File: config.mk
export PLATFORM = sky130hd
export DESIGN_NAME = ctn_thermal_cfg
export DESIGN_NICKNAME = d
export VERILOG_FILES = /design/src/ctn_pkg.sv /design/src/ctn_wr_if.sv /design/src/ctn_cfg_reg.sv /design/src/ctn_ts_mask.sv /design/src/ctn_thermal_cfg.sv
export SDC_FILE = /design/constraint.sdc
export NUM_CORES = 1
export LEC_CHECK = 0
export ABC_AREA = 1
export BUFFER_PORTS_ARGS = -buffer_cell sky130_fd_sc_hd__buf_2
export CAP_MARGIN = 20
export CELL_PAD_IN_SITES_DETAIL_PLACEMENT = 1
export CELL_PAD_IN_SITES_GLOBAL_PLACEMENT = 2
export CORE_ASPECT_RATIO = 0.8
export CORE_MARGIN = 8
export CORE_UTILIZATION = 32
export CTS_CLUSTER_DIAMETER = 30
export CTS_CLUSTER_SIZE = 25
export DETAILED_ROUTE_END_ITERATION = 10
export PLACE_DENSITY_LB_ADDON = 0.12
export SLEW_MARGIN = 25
export SYNTH_ARGS = -nofsm -noshare
export SYNTH_HDL_FRONTEND = slang
export SYNTH_SLANG_ARGS = --single-unit
File: constraint.sdc
create_clock -name i_ref_clk -period 2.6 [get_ports i_ref_clk]
set_input_delay 0.78 -clock i_ref_clk [delete_from_list [all_inputs] [get_ports i_ref_clk]]
set_output_delay 0.78 -clock i_ref_clk [all_outputs]
set_load 0.05 [all_outputs]
File: src/ctn_pkg.sv
// Constants, register map and field layout of the thermal and thermistor config bank
package ctn_pkg;
    // ****************************************
    // Register map
    // ****************************************
    localparam logic [7:0] ADDR_CTRL5 = 8'h14;
    localparam logic [7:0] ADDR_RSVD = 8'h15;
    localparam logic [7:0] ADDR_TEMP = 8'h16;
    localparam logic [7:0] ADDR_DERATE = 8'h17;
    localparam logic [7:0] ADDR_THRESH = 8'h18;
    localparam int CFG_NUM = 4;
    localparam logic [7:0] CFG_ADDR [CFG_NUM] = '{ADDR_CTRL5, ADDR_TEMP, ADDR_DERATE, ADDR_THRESH};
    // Reset values
    localparam logic [7:0] CFG_RST [CFG_NUM] = '{8'h00, 8'hc0, 8'h7a, 8'h54};
    // Writable bits; reserved bits are never written
    localparam logic [7:0] CFG_WMASK [CFG_NUM] = '{8'h01, 8'hfe, 8'hfe, 8'hff};
    // Bits restored on watchdog expiry
    localparam logic [7:0] CFG_WDOG [CFG_NUM] = '{8'h01, 8'hf0, 8'hfe, 8'hff};
    localparam int IDX_CTRL5 = 0;
    localparam int IDX_TEMP = 1;
    localparam int IDX_DERATE = 2;
    localparam int IDX_THRESH = 3;
    // ****************************************
    // Field positions
    // ****************************************
    localparam int POS_DISCH_OC = 0;
    localparam int POS_THERM_REG = 6;
    localparam int POS_THERM_SHUT = 4;
    localparam int POS_BUS_PD = 3;
    localparam int POS_AUX1_PD = 2;
    localparam int POS_AUX2_PD = 1;
    localparam int POS_WARM_V = 5;
    localparam int POS_WARM_I = 3;
    localparam int POS_COOL_I = 1;
    localparam int POS_COOL_TH = 6;
    localparam int POS_WARM_TH = 4;
    localparam int POS_HOT_LIM = 2;
    localparam int POS_COLD_LIM = 1;
    localparam int POS_TS_OVR = 0;
    localparam logic [7:0] RD_ZERO = 8'h00;
    localparam logic [3:0] TS_NORMAL = 4'h0;
    // Serial bus bit count per byte
    localparam logic [3:0] BITS_PER_BYTE = 4'h8;
    // Bus address of this device; the value is arbitrary
    localparam logic [6:0] DEV_ADDR_DEFAULT = 7'h3a;
    typedef enum logic [3:0] {
        ST_IDLE = 4'b0000,
        ST_ADDR = 4'b0001,
        ST_AACK = 4'b0010,
        ST_PTR = 4'b0011,
        ST_WDATA = 4'b0100,
        ST_WACK = 4'b0101,
        ST_RDATA = 4'b0110,
        ST_RACK = 4'b0111
    } ctn_state_e;
endpackage : ctn_pkg

File: src/ctn_wr_if.sv
// Internal register write strobe carrier
interface ctn_wr_if;
    logic wr_en;
    logic [7:0] wr_addr;
    logic [7:0] wr_data;
    logic wdog;
    logic reg_rst;
    modport src (output wr_en, output wr_addr, output wr_data, output wdog, output reg_rst);
    modport dst (input wr_en, input wr_addr, input wr_data, input wdog, input reg_rst);
endinterface : ctn_wr_if

File: src/ctn_cfg_reg.sv
// One configuration register with write mask and two reset sources
module ctn_cfg_reg
    import ctn_pkg::*;
#(
    parameter logic [7:0] ADDR = 8'h00,
    parameter logic [7:0] RST = 8'h00,
    parameter logic [7:0] WMASK = 8'hff,
    parameter logic [7:0] WDOG = 8'hff
) (
    input wire logic i_ref_clk,
    input wire logic i_sys_rst,
    ctn_wr_if.dst bus,
    output logic [7:0] o_q
);
    logic [7:0] q_reg;
    logic [7:0] q_next;

    always_comb begin
        q_next = q_reg;
        if (bus.reg_rst) begin
            q_next = RST;
        end else if (bus.wdog) begin
            // Pull-down enables sit outside WDOG and survive expiry
            q_next = (q_reg & ~WDOG) | (RST & WDOG);
        end else if (bus.wr_en && bus.wr_addr == ADDR) begin
            q_next = (q_reg & ~WMASK) | (bus.wr_data & WMASK);
        end
    end

    always_ff @(posedge i_ref_clk) begin
        if (i_sys_rst) begin
            q_reg <= RST;
        end else begin
            q_reg <= q_next;
        end
    end

    assign o_q = q_reg;

    rsvd_zero_a: assert property (@(posedge i_ref_clk) disable iff (i_sys_rst)
        (o_q & ~WMASK & ~RST) == 8'h00) else $error("reserved bit set");
    wdog_restore_a: assert property (@(posedge i_ref_clk) disable iff (i_sys_rst)
        bus.wdog && !bus.reg_rst |=> ((o_q & WDOG) == (RST & WDOG))
            && ((o_q & ~WDOG) == $past(o_q & ~WDOG))) else $error("watchdog restore wrong");
    reg_rst_val_a: assert property (@(posedge i_ref_clk) disable iff (i_sys_rst)
        bus.reg_rst |=> o_q == RST) else $error("register reset value wrong");
    write_lands_a: assert property (@(posedge i_ref_clk) disable iff (i_sys_rst)
        bus.wr_en && bus.wr_addr == ADDR && !bus.wdog && !bus.reg_rst
            |=> o_q == (($past(o_q) & ~WMASK) | ($past(bus.wr_data) & WMASK)))
        else $error("write not stored");
endmodule : ctn_cfg_reg

File: src/ctn_ts_mask.sv
// Thermistor status override stage
module ctn_ts_mask
    import ctn_pkg::*;
(
    input wire logic i_ref_clk,
    input wire logic i_sys_rst,
    input wire logic i_override,
    input wire logic [3:0] i_status,
    input wire logic i_good,
    output logic [3:0] o_status,
    output logic o_good
);
    logic [3:0] status_reg;
    logic [3:0] status_next;
    logic good_reg;
    logic good_next;

    always_comb begin
        status_next = i_override ? TS_NORMAL : i_status;
        good_next = i_override | i_good;
    end

    always_ff @(posedge i_ref_clk) begin
        if (i_sys_rst) begin
            status_reg <= TS_NORMAL;
            good_reg <= 1'b0;
        end else begin
            status_reg <= status_next;
            good_reg <= good_next;
        end
    end

    assign o_status = status_reg;
    assign o_good = good_reg;

    ts_force_zero_a: assert property (@(posedge i_ref_clk) disable iff (i_sys_rst)
        i_override |=> o_status == TS_NORMAL && o_good) else $error("override not applied");
    ts_pass_a: assert property (@(posedge i_ref_clk) disable iff (i_sys_rst)
        !i_override |=> o_status == $past(i_status) && o_good == $past(i_good))
        else $error("status not passed");
    ts_override_c: cover property (@(posedge i_ref_clk) disable iff (i_sys_rst)
        i_override && i_status != TS_NORMAL);
endmodule : ctn_ts_mask

File: src/ctn_thermal_cfg.sv
// Serial-bus reachable thermal and thermistor configuration bank
module ctn_thermal_cfg
    import ctn_pkg::*;
#(
    parameter logic [6:0] DEV_ADDR = DEV_ADDR_DEFAULT
) (
    input wire logic i_ref_clk,
    input wire logic i_sys_rst,
    input wire logic i_scl,
    input wire logic i_sda,
    output logic o_sda,
    output logic o_sda_oe_n,
    input wire logic i_wdog_expire,
    input wire logic i_reg_rst,
    input wire logic [3:0] i_ts_status,
    input wire logic i_ts_good,
    output logic [3:0] o_ts_status,
    output logic o_ts_good,
    output logic o_discharge_overcurrent_enable,
    output logic [1:0] o_thermal_regulation_threshold,
    output logic [1:0] o_thermal_shutdown_threshold,
    output logic o_input_bus_pulldown_enable,
    output logic o_aux_input_one_pulldown_enable,
    output logic o_aux_input_two_pulldown_enable,
    output logic [2:0] o_warm_range_voltage_setting,
    output logic [1:0] o_warm_range_current_setting,
    output logic [1:0] o_cool_range_current_setting,
    output logic [1:0] o_cool_comparator_threshold,
    output logic [1:0] o_warm_comparator_threshold,
    output logic [1:0] o_output_mode_hot_limit,
    output logic o_output_mode_cold_limit,
    output logic o_thermistor_override
);
    // ****************************************
    // Register bank
    // ****************************************
    ctn_wr_if wbus ();
    logic [7:0] cfg_q [CFG_NUM];

    // Each register carries its own address, write mask and watchdog set
    genvar gi;
    generate
        for (gi = 0; gi < CFG_NUM; gi++) begin : g_cfg
            ctn_cfg_reg #(
                .ADDR(CFG_ADDR[gi]),
                .RST(CFG_RST[gi]),
                .WMASK(CFG_WMASK[gi]),
                .WDOG(CFG_WDOG[gi])
            ) u_reg (
                .i_ref_clk(i_ref_clk),
                .i_sys_rst(i_sys_rst),
                .bus(wbus),
                .o_q(cfg_q[gi])
            );
        end
    endgenerate

    // Unmapped and reserved addresses read zero
    function automatic logic [7:0] rd_byte(input logic [7:0] a);
        logic [7:0] r;
        r = RD_ZERO;
        for (int k = 0; k < CFG_NUM; k++) begin
            if (a == CFG_ADDR[k]) begin
                r = cfg_q[k];
            end
        end
        return r;
    endfunction : rd_byte

    // ****************************************
    // Serial bus slave
    // ****************************************
    ctn_state_e state_reg, state_next;
    logic scl_reg, scl_next, sda_reg, sda_next;
    logic scl_d_reg, scl_d_next, sda_d_reg, sda_d_next;
    logic [3:0] cnt_reg, cnt_next;
    logic [7:0] sh_reg, sh_next;
    logic [7:0] ptr_reg, ptr_next;
    logic drive_reg, drive_next;
    logic wr_reg, wr_next;
    logic [7:0] wa_reg, wa_next, wd_reg, wd_next;
    logic start_c, stop_c, rise_c, fall_c, done_c;
    logic [7:0] rd_now;

    // A start or stop is only seen while SCL stands high
    assign start_c = scl_reg && sda_d_reg && !sda_reg;
    assign stop_c = scl_reg && !sda_d_reg && sda_reg;
    assign rise_c = scl_reg && !scl_d_reg;
    assign fall_c = !scl_reg && scl_d_reg;
    assign done_c = cnt_reg == BITS_PER_BYTE;
    assign rd_now = rd_byte(ptr_reg);

    always_comb begin
        state_next = state_reg;
        scl_next = i_scl;
        sda_next = i_sda;
        scl_d_next = scl_reg;
        sda_d_next = sda_reg;
        cnt_next = cnt_reg;
        sh_next = sh_reg;
        ptr_next = ptr_reg;
        drive_next = drive_reg;
        // Write strobe lasts one cycle; reset and watchdog still win over it
        wr_next = 1'b0;
        wa_next = wa_reg;
        wd_next = wd_reg;
        if (stop_c) begin
            state_next = ST_IDLE;
            drive_next = 1'b0;
        end else if (start_c) begin
            state_next = ST_ADDR;
            cnt_next = '0;
            drive_next = 1'b0;
        end else begin
            unique case (state_reg)
                ST_IDLE: begin
                end
                ST_ADDR, ST_PTR, ST_WDATA: begin
                    if (rise_c && !done_c) begin
                        sh_next = {sh_reg[6:0], sda_reg};
                        cnt_next = cnt_reg + 4'h1;
                    end else if (fall_c && done_c) begin
                        drive_next = 1'b1;
                        if (state_reg == ST_ADDR) begin
                            // Foreign address: stay silent until the next start
                            state_next = (sh_reg[7:1] == DEV_ADDR) ? ST_AACK : ST_IDLE;
                            drive_next = sh_reg[7:1] == DEV_ADDR;
                        end else if (state_reg == ST_PTR) begin
                            ptr_next = sh_reg;
                            state_next = ST_WACK;
                        end else begin
                            wr_next = 1'b1;
                            wa_next = ptr_reg;
                            wd_next = sh_reg;
                            ptr_next = ptr_reg + 8'h01;
                            state_next = ST_WACK;
                        end
                    end
                end
                ST_AACK: begin
                    if (fall_c) begin
                        cnt_next = '0;
                        if (sh_reg[0]) begin
                            sh_next = rd_now;
                            drive_next = !rd_now[7];
                            state_next = ST_RDATA;
                        end else begin
                            drive_next = 1'b0;
                            state_next = ST_PTR;
                        end
                    end
                end
                ST_WACK: begin
                    if (fall_c) begin
                        drive_next = 1'b0;
                        cnt_next = '0;
                        state_next = ST_WDATA;
                    end
                end
                ST_RDATA: begin
                    if (rise_c) begin
                        cnt_next = cnt_reg + 4'h1;
                    end else if (fall_c) begin
                        if (done_c) begin
                            drive_next = 1'b0;
                            ptr_next = ptr_reg + 8'h01;
                            state_next = ST_RACK;
                        end else begin
                            drive_next = !sh_reg[3'(4'h7 - cnt_reg)];
                        end
                    end
                end
                ST_RACK: begin
                    if (rise_c && sda_reg) begin
                        state_next = ST_IDLE;
                    end else if (fall_c) begin
                        cnt_next = '0;
                        sh_next = rd_now;
                        drive_next = !rd_now[7];
                        state_next = ST_RDATA;
                    end
                end
                default: begin
                    state_next = ST_IDLE;
                    drive_next = 1'b0;
                end
            endcase
        end
    end

    always_ff @(posedge i_ref_clk) begin
        if (i_sys_rst) begin
            state_reg <= ST_IDLE;
            scl_reg <= 1'b1;
            sda_reg <= 1'b1;
            scl_d_reg <= 1'b1;
            sda_d_reg <= 1'b1;
            cnt_reg <= '0;
            sh_reg <= '0;
            ptr_reg <= '0;
            drive_reg <= 1'b0;
            wr_reg <= 1'b0;
            wa_reg <= '0;
            wd_reg <= '0;
        end else begin
            state_reg <= state_next;
            scl_reg <= scl_next;
            sda_reg <= sda_next;
            scl_d_reg <= scl_d_next;
            sda_d_reg <= sda_d_next;
            cnt_reg <= cnt_next;
            sh_reg <= sh_next;
            ptr_reg <= ptr_next;
            drive_reg <= drive_next;
            wr_reg <= wr_next;
            wa_reg <= wa_next;
            wd_reg <= wd_next;
        end
    end

    // ****************************************
    // Pin and strobe outputs
    // ****************************************
    // Open drain: only ever pulls low
    assign o_sda = 1'b0;
    assign o_sda_oe_n = !drive_reg;
    assign wbus.wr_en = wr_reg;
    assign wbus.wr_addr = wa_reg;
    assign wbus.wr_data = wd_reg;
    assign wbus.wdog = i_wdog_expire;
    assign wbus.reg_rst = i_reg_rst;

    // ****************************************
    // Field outputs
    // ****************************************
    ctn_ts_mask u_ts (
        .i_ref_clk(i_ref_clk),
        .i_sys_rst(i_sys_rst),
        .i_override(cfg_q[IDX_THRESH][POS_TS_OVR]),
        .i_status(i_ts_status),
        .i_good(i_ts_good),
        .o_status(o_ts_status),
        .o_good(o_ts_good)
    );

    assign o_discharge_overcurrent_enable = cfg_q[IDX_CTRL5][POS_DISCH_OC];
    assign o_thermal_regulation_threshold = cfg_q[IDX_TEMP][POS_THERM_REG +: 2];
    assign o_thermal_shutdown_threshold = cfg_q[IDX_TEMP][POS_THERM_SHUT +: 2];
    assign o_input_bus_pulldown_enable = cfg_q[IDX_TEMP][POS_BUS_PD];
    assign o_aux_input_one_pulldown_enable = cfg_q[IDX_TEMP][POS_AUX1_PD];
    assign o_aux_input_two_pulldown_enable = cfg_q[IDX_TEMP][POS_AUX2_PD];
    assign o_warm_range_voltage_setting = cfg_q[IDX_DERATE][POS_WARM_V +: 3];
    assign o_warm_range_current_setting = cfg_q[IDX_DERATE][POS_WARM_I +: 2];
    assign o_cool_range_current_setting = cfg_q[IDX_DERATE][POS_COOL_I +: 2];
    assign o_cool_comparator_threshold = cfg_q[IDX_THRESH][POS_COOL_TH +: 2];
    assign o_warm_comparator_threshold = cfg_q[IDX_THRESH][POS_WARM_TH +: 2];
    assign o_output_mode_hot_limit = cfg_q[IDX_THRESH][POS_HOT_LIM +: 2];
    assign o_output_mode_cold_limit = cfg_q[IDX_THRESH][POS_COLD_LIM];
    assign o_thermistor_override = cfg_q[IDX_THRESH][POS_TS_OVR];

    // ****************************************
    // Checks
    // ****************************************
    rsvd_read_a: assert property (@(posedge i_ref_clk) disable iff (i_sys_rst)
        ptr_reg == ADDR_RSVD |-> rd_now == RD_ZERO) else $error("reserved reads nonzero");
    disch_oc_wdog_a: assert property (@(posedge i_ref_clk) disable iff (i_sys_rst)
        i_wdog_expire |=> !o_discharge_overcurrent_enable) else $error("overcurrent bit kept");
    pd_survive_a: assert property (@(posedge i_ref_clk) disable iff (i_sys_rst)
        i_wdog_expire && !i_reg_rst |=> $stable(o_input_bus_pulldown_enable)
            && $stable(o_aux_input_one_pulldown_enable)
            && $stable(o_aux_input_two_pulldown_enable)) else $error("pull-down lost on watchdog");
    wdog_defaults_a: assert property (@(posedge i_ref_clk) disable iff (i_sys_rst)
        i_wdog_expire ##1 !i_reg_rst[*1] |-> o_warm_range_voltage_setting == 3'h3
            && o_cool_range_current_setting == 2'h1 && o_output_mode_hot_limit == 2'h1
            && o_thermal_regulation_threshold == 2'h3 && o_thermal_shutdown_threshold == 2'h0
            && o_warm_range_current_setting == 2'h3 && o_cool_comparator_threshold == 2'h1
            && o_warm_comparator_threshold == 2'h1 && !o_output_mode_cold_limit
            && !o_thermistor_override) else $error("watchdog defaults wrong");
    ack_drive_a: assert property (@(posedge i_ref_clk) disable iff (i_sys_rst)
        state_reg == ST_WACK |-> !o_sda_oe_n) else $error("no acknowledge");
    stop_release_a: assert property (@(posedge i_ref_clk) disable iff (i_sys_rst)
        stop_c |=> o_sda_oe_n && state_reg == ST_IDLE) else $error("stop not honoured");
    reg_rst_clear_a: assert property (@(posedge i_ref_clk) disable iff (i_sys_rst)
        i_reg_rst |=> !o_input_bus_pulldown_enable && !o_aux_input_one_pulldown_enable
            && !o_aux_input_two_pulldown_enable) else $error("pull-down kept on reset");
    ts_override_out_a: assert property (@(posedge i_ref_clk) disable iff (i_sys_rst)
        o_thermistor_override |=> o_ts_status == TS_NORMAL && o_ts_good) else $error("no override");
    idle_release_a: assert property (@(posedge i_ref_clk) disable iff (i_sys_rst)
        state_reg == ST_IDLE |-> o_sda_oe_n) else $error("line pulled while idle");
    wr_pulse_a: assert property (@(posedge i_ref_clk) disable iff (i_sys_rst)
        wr_reg |=> !wr_reg) else $error("write strobe too long");

    // ****************************************
    // Coverage
    // ****************************************
    write_c: cover property (@(posedge i_ref_clk) disable iff (i_sys_rst)
        wr_reg && wa_reg == ADDR_THRESH);
    rsvd_write_c: cover property (@(posedge i_ref_clk) disable iff (i_sys_rst)
        wr_reg && wa_reg == ADDR_RSVD);
    read_c: cover property (@(posedge i_ref_clk) disable iff (i_sys_rst)
        state_reg == ST_RACK ##[1:40] state_reg == ST_RDATA);
    wdog_keep_pd_c: cover property (@(posedge i_ref_clk) disable iff (i_sys_rst)
        i_wdog_expire && o_input_bus_pulldown_enable);
endmodule : ctn_thermal_cfg

After elaboration in Yosys (flattened, before gate mapping)
Cells that the tools add are included.
{"block": "totals", "output_inout_bits": 30, "ff_bits": 83, "elab_cells": 179}
{"block": "classes", "order_cmp": 1, "mux": 53, "n_bitwise": 13, "n_reduce_logical": 44, "add_sub_neg": 3, "eq_ne": 42}
{"op": "$mux W8", "n": 16}
{"op": "$eq A8 B5 Y1 const B", "n": 8}
{"op": "$mux W4", "n": 14}
{"op": "$reduce_and A9 Y1", "n": 4}
{"op": "$ne A3 B3 Y1 const B", "n": 11}
{"op": "$ne A2 B2 Y1 const B", "n": 13}
{"op": "$pmux W4 S6", "n": 1}
{"op": "$pmux W8 S3", "n": 1}
{"op": "$eq A4 B3 Y1 const B", "n": 4}
{"op": "$or A1 B8 Y8", "n": 2}
{"op": "$pmux W4 S4", "n": 1}
{"op": "$pmux W8 S2", "n": 1}
{"op": "$mux W1", "n": 14}
{"op": "$reduce_and A7 Y1", "n": 2}
{"op": "$logic_and A1 B1 Y1", "n": 13}
{"op": "$not A1 Y1", "n": 9}
{"op": "$reduce_or A3 Y1", "n": 3}
{"op": "$add A8 B1 Y8 const B", "n": 1}
{"op": "$eq A4 B2 Y1 const B", "n": 2}
{"op": "$logic_not A1 Y1", "n": 8}
{"op": "$or A8 B1 Y8", "n": 1}
{"op": "$reduce_and A8 Y1", "n": 1}
{"op": "$reduce_or A2 Y1", "n": 4}
{"op": "$eq A7 B6 Y1 const B", "n": 1}
{"op": "18 further kinds", "n": 21}

Longest topological paths before layout
{"block": "logic_depth", "ltp_word": 9, "mapped_depth": 13, "depth_no_buf": 12}

Cells and area by module
From an unflattened synthesis, not the netlist that was laid out.
{"block": "hier_totals", "cells_unflattened": 654, "hier_area_um2": 4285.4}
{"mod": "ctn_thermal_cfg", "area_per_inst_um2": 2816.5, "cells_per_inst": 442, "seq_area_each_um2": 900.9, "n_inst": 1}
{"mod": "ctn_cfg_reg at g_cfg[3].u_reg", "area_per_inst_um2": 417.9, "cells_per_inst": 60, "seq_area_each_um2": 160.2, "n_inst": 1}
{"mod": "ctn_cfg_reg at g_cfg[1].u_reg", "area_per_inst_um2": 381.6, "cells_per_inst": 53, "seq_area_each_um2": 140.1, "n_inst": 1}
{"mod": "ctn_cfg_reg at g_cfg[2].u_reg", "area_per_inst_um2": 355.3, "cells_per_inst": 52, "seq_area_each_um2": 140.1, "n_inst": 1}
{"mod": "ctn_cfg_reg at g_cfg[0].u_reg", "area_per_inst_um2": 162.7, "cells_per_inst": 29, "seq_area_each_um2": 20.0, "n_inst": 1}
{"mod": "ctn_ts_mask", "area_per_inst_um2": 151.4, "cells_per_inst": 18, "seq_area_each_um2": 100.1, "n_inst": 1}

Worst setup path after synthesis
No wires, ideal clock.
{"block": "synth_path", "kind": "reg2reg", "startpoint": "register cnt_reg[0]", "endpoint": "register sh_reg[7]", "required_ns": 2.483, "arrival_ns": 1.664, "path_stages_with_launch": 13, "setup_ns": 0.117, "path_slack_ns": 0.819, "period_less_slack_ns": 1.781, "cell_sequence": "dfxtp_1 > clkbuf_1 > inv_1 > ha_1 > nand3_1 > nand2_1 > nand2_2 > nand2_1 > nor2_2 > nand2_2 > buf_6 > nor2_1 > a21oi_1"}
{"block": "synth_between", "elab_chain_cells": 5}
{"element": "start: declaration", "line": "ctn_thermal_cfg.sv:76", "rtl": "logic [3:0] cnt_reg, cnt_next;"}
{"element": "start signal: assignment", "line": "ctn_thermal_cfg.sv:211", "rtl": "cnt_reg <= cnt_next;"}
{"element": "$eq A4 B4 Y1", "line": "ctn_thermal_cfg.sv:90", "rtl": "assign done_c = cnt_reg == BITS_PER_BYTE;"}
{"element": "$logic_not A1 Y1", "line": "ctn_thermal_cfg.sv:119", "rtl": "if (rise_c && !done_c) begin"}
{"element": "$logic_and A1 B1 Y1", "line": "ctn_thermal_cfg.sv:119"}
{"element": "$ne A2 B2 Y1 (no line)"}
{"element": "$reduce_and A8 Y1 (no line)"}
{"element": "end signal: assignment", "line": "ctn_thermal_cfg.sv:212", "rtl": "sh_reg <= sh_next;"}
{"element": "end: declaration", "line": "ctn_thermal_cfg.sv:77", "rtl": "logic [7:0] sh_reg, sh_next;"}
Every way passes these cells.
A chain may end at the register's enable or synchronous reset.

Final worst setup path
{"block": "layout_path", "startpoint": "register cnt_reg[0]", "endpoint": "register state_reg[1]"}
{"block": "layout_between", "elab_chain_cells": 5, "elab_cells_between_ends": 8, "cone_classes": "4 x eq/ne; 4 x reduce/logical"}
{"element": "$eq A4 B4 Y1 (*)", "line": "ctn_thermal_cfg.sv:90"}
{"element": "$logic_not A1 Y1", "line": "ctn_thermal_cfg.sv:119"}
{"element": "$logic_and A1 B1 Y1", "line": "ctn_thermal_cfg.sv:119"}
{"element": "$ne A2 B2 Y1 (no line)"}
{"element": "$reduce_and A9 Y1 (no line) (*)"}
{"element": "end signal: assignment", "line": "ctn_thermal_cfg.sv:206", "rtl": "state_reg <= state_next;"}
{"element": "end: declaration", "line": "ctn_thermal_cfg.sv:73", "rtl": "ctn_state_e state_reg, state_next;"}
Every way passes the cells marked *; elsewhere a longest branch is shown, timed or not.

==> summary.txt <==
Synth
  • Synth unique cells: 33
  • Cells after Synth: 558
  • Mapped Avg Cell Area: 6.65 um^2
  • Post-Syn Nets: 574
  • Seq/Total Area, Yosys: 0.394
  • Warnings from Yosys: 0
  • Post-Syn Area: 0.00371 mm^2
  • Synth Register Bits: 73

Final layout
  • Post-route cell area: 0.00439 mm^2
  • Ant. Diodes: 0
  • Max FFs per register: 23
  • Synth-to-layout area growth: 18.3%
  • Layout cell share with drive strength beyond 1: 0.140
  • Fin nets: 611

Drt
  • Detail Route Antenna Nets: 0
  • Starting DRT DRC Count: 156
  • Via count: 3692
  • First-pass DRT Iterations: 4
  • DR WL/cell: 16.0 um
  • Vias/cell: 4.94
  • DR DRC count: 0
  • Routed WL: 12.0 mm

Floorplan
  • Initial core utilization: 0.325
  • Row cnt: 35
  • Die W: 136 um
  • Boundary Pins: 41
  • Core area: 0.0114 mm^2
  • Die Height: 112 um
  • DIE AREA: 0.0153 mm^2

Clock tree
  • Clock buffer count from CTS: 9
  • Insertion delay to the later sink of the worst-skew pair: 340 ps
  • Post-cts sizing count: 0
  • CTS tree: done
  • Clock Sinks: 73
  • Post-CTS setup repair buffer count: 0
  • Hold buffers post-CTS: 0
  • Register clock-pin slew on the reported worst setup and hold paths: 60 ps
  • CTS Buffer Depth: 2
  • Root Buffer: clkbuf_16
  • H-tree levels: 3

Outcome
  • Status: finished, final reports clean

Timing
  • Tcrit/Tclk final: 0.841
  • Worst slew pin tran: 674 ps
  • Hold Vio Cnt, Final: 0
  • RSZ-0062 raised after global routing: false
  • Final setup fails: 0
  • Min cycle time layout: 2190 ps
  • Clock Skew: 6.10 ps
  • Final setup TNS: 0 ps
  • Worst hold margin: 452 ps
  • F_max: 457 MHz
  • Pins Over Slew Limit: 0
  • Rel. slew slack: 0.547

GRT
  • GR Overflow Total: 0
  • Global Route Usage Sum: 0.162
  • First-pass GRT wire length: 19.7 mm
  • Vias in the first global route: 3734
  • Largest net degree at the start of global routing: 34
  • Initial antenna violation count: 0

Place
  • DP Wirelength: 9.14 mm
  • Routability congestion estimate: 0.828
  • DP Area: 0.00405 mm^2
  • I/O Buffers: 39

Worst setup path
  • Slowest stage cell, crit path: dfxtp_1
  • Element type at the critical path end: flop
  • CP Cell Sequence: inv_1 -> ha_1 -> nand3_1 -> nor2_1 -> inv_1 -> nand2_1 -> nor3b_2 -> nand2_1 -> a21oi_1
  • Crit path buf inv count: 2
  • Largest stage delay on the critical path: 410 ps
  • Worst Path Required: 2860 ps
  • CP top delay family: simple AND/OR/NAND/NOR gates
  • Worst-path maximum fanout: 9
  • Worst path arrival time: 2440 ps
  • Critical path class: flop to flop
  • Setup crit start kind: flop

Pwr
  • PwrDens: 744 mW/mm^2
  • Lkg Pwr: 1.92 nW
  • VDD IR max: 0.304 mV

Hold path
  • Hold Path Class: flop to flop

Job
  • Max Cap Viol: 0
## cell families (layout without fill, tap and decap cells)
kind of cell | Yosys count | in the layout | synth area share
compound gates | 121 | 121 | 0.177
xor+xnor | 1 | 1 | 0.00236
fa+ha+maj | 5 | 5 | 0.0169
buf+inv | 95 | 137 | 0.0994
flops | 73 | 73 | 0.394
other cells | 1 | 1 | 0.00101
simple gates | 262 | 262 | 0.310
## cell usage after synthesis, drive strengths merged
master     n  area [um^2]
nand2    133          522
inv       76          285
dfxtp     73         1460
nor2      57          231
a21oi     53          265
o21ai     47          235
nand3     46          235
clkbuf    14         52.6
o211ai    12         90.1
nand4     11         68.8
or2        7         43.8
nor3       6         30.0
ha         5         62.6
a31oi      4         25.0
buf        3         23.8
clkinv     2         7.51
nor3b      2         20.0
a211oi     1         7.51
conb       1         3.75
o2111ai    1         8.76
o211a      1         10.0
o21a       1         7.51
o22ai      1         6.26
xor2       1         8.76
## power by group
part           switching (mW)  internal [mW]  leakage [nW]
logic                   0.363          0.172          1.16
clock network           0.503          0.963         0.166
registers              0.0911           1.18         0.591
## through the flow
| stage | cells | setup WS (ps) | util | power (mW) |
|---|---|---|---|---|
| 5_1_grt | 748 | 167 | 0.384 | 3.43 |
| 6_report | 748 | 414 | 0.384 | 3.27 |
| 3_5_place_dp | 732 | 456 | 0.354 | 1.82 |
| 2_1_floorplan | 558 | 819 | - | 1.68 |
| 3_3_place_gp | 732 | 492 | 0.354 | 1.82 |
| 4_1_cts | 748 | 429 | 0.384 | 3.30 |
## layer usage
layer  wire length [um]  GRT usage
met5                  0          0
met4                112     0.0416
met3                481     0.0330
met2               5060      0.239
met1               6330      0.232
## layout by cell type (no fill, tap or decap), types with 2 or more instances in the layout
master | netlist | routed
nand3_1 | 45 | 45
nor2_4 | 2 | 2
a21oi_1 | 53 | 53
nand2_2 | 9 | 9
nand2_1 | 124 | 124
clkbuf_16 | 0 | 9
o21ai_0 | 44 | 44
o211ai_1 | 12 | 12
dfxtp_1 | 73 | 73
nor2_1 | 54 | 54
bufinv_16 | 0 | 3
nand4_1 | 11 | 11
buf_2 | 1 | 39
ha_1 | 5 | 5
buf_4 | 1 | 4
o21ai_1 | 3 | 3
inv_1 | 71 | 71
nor3_1 | 6 | 6
clkinv_1 | 2 | 2
inv_2 | 5 | 5
a31oi_1 | 4 | 4
or2_2 | 7 | 7
## worst paths after layout
check	start	endpoint	slack, ps	cells after the start
min	wa_reg[6]	wa_reg[6]	450	2
min reg2reg	wa_reg[6]	wa_reg[6]	450	2
max reg2reg	cnt_reg[0]	state_reg[1]	410	9
max	cnt_reg[0]	state_reg[1]	410	9
## final cells by class
cell class | instances | area (um^2)
inverters | 78 | 293
clock inverters | 5 | 103
clock buffers | 11 | 243
fillers | 1460 | 7040
repair buffers | 43 | 225
flip-flops and latches | 73 | 1460
well taps | 148 | 185
multi-input cells | 390 | 1880
## tightest hold or removal path, stage by stage, from the launching register on
cell and delay (ps):
dfxtp_1 290, inv_1 60, a21oi_1 60
(Power assumes the default switching activity.)
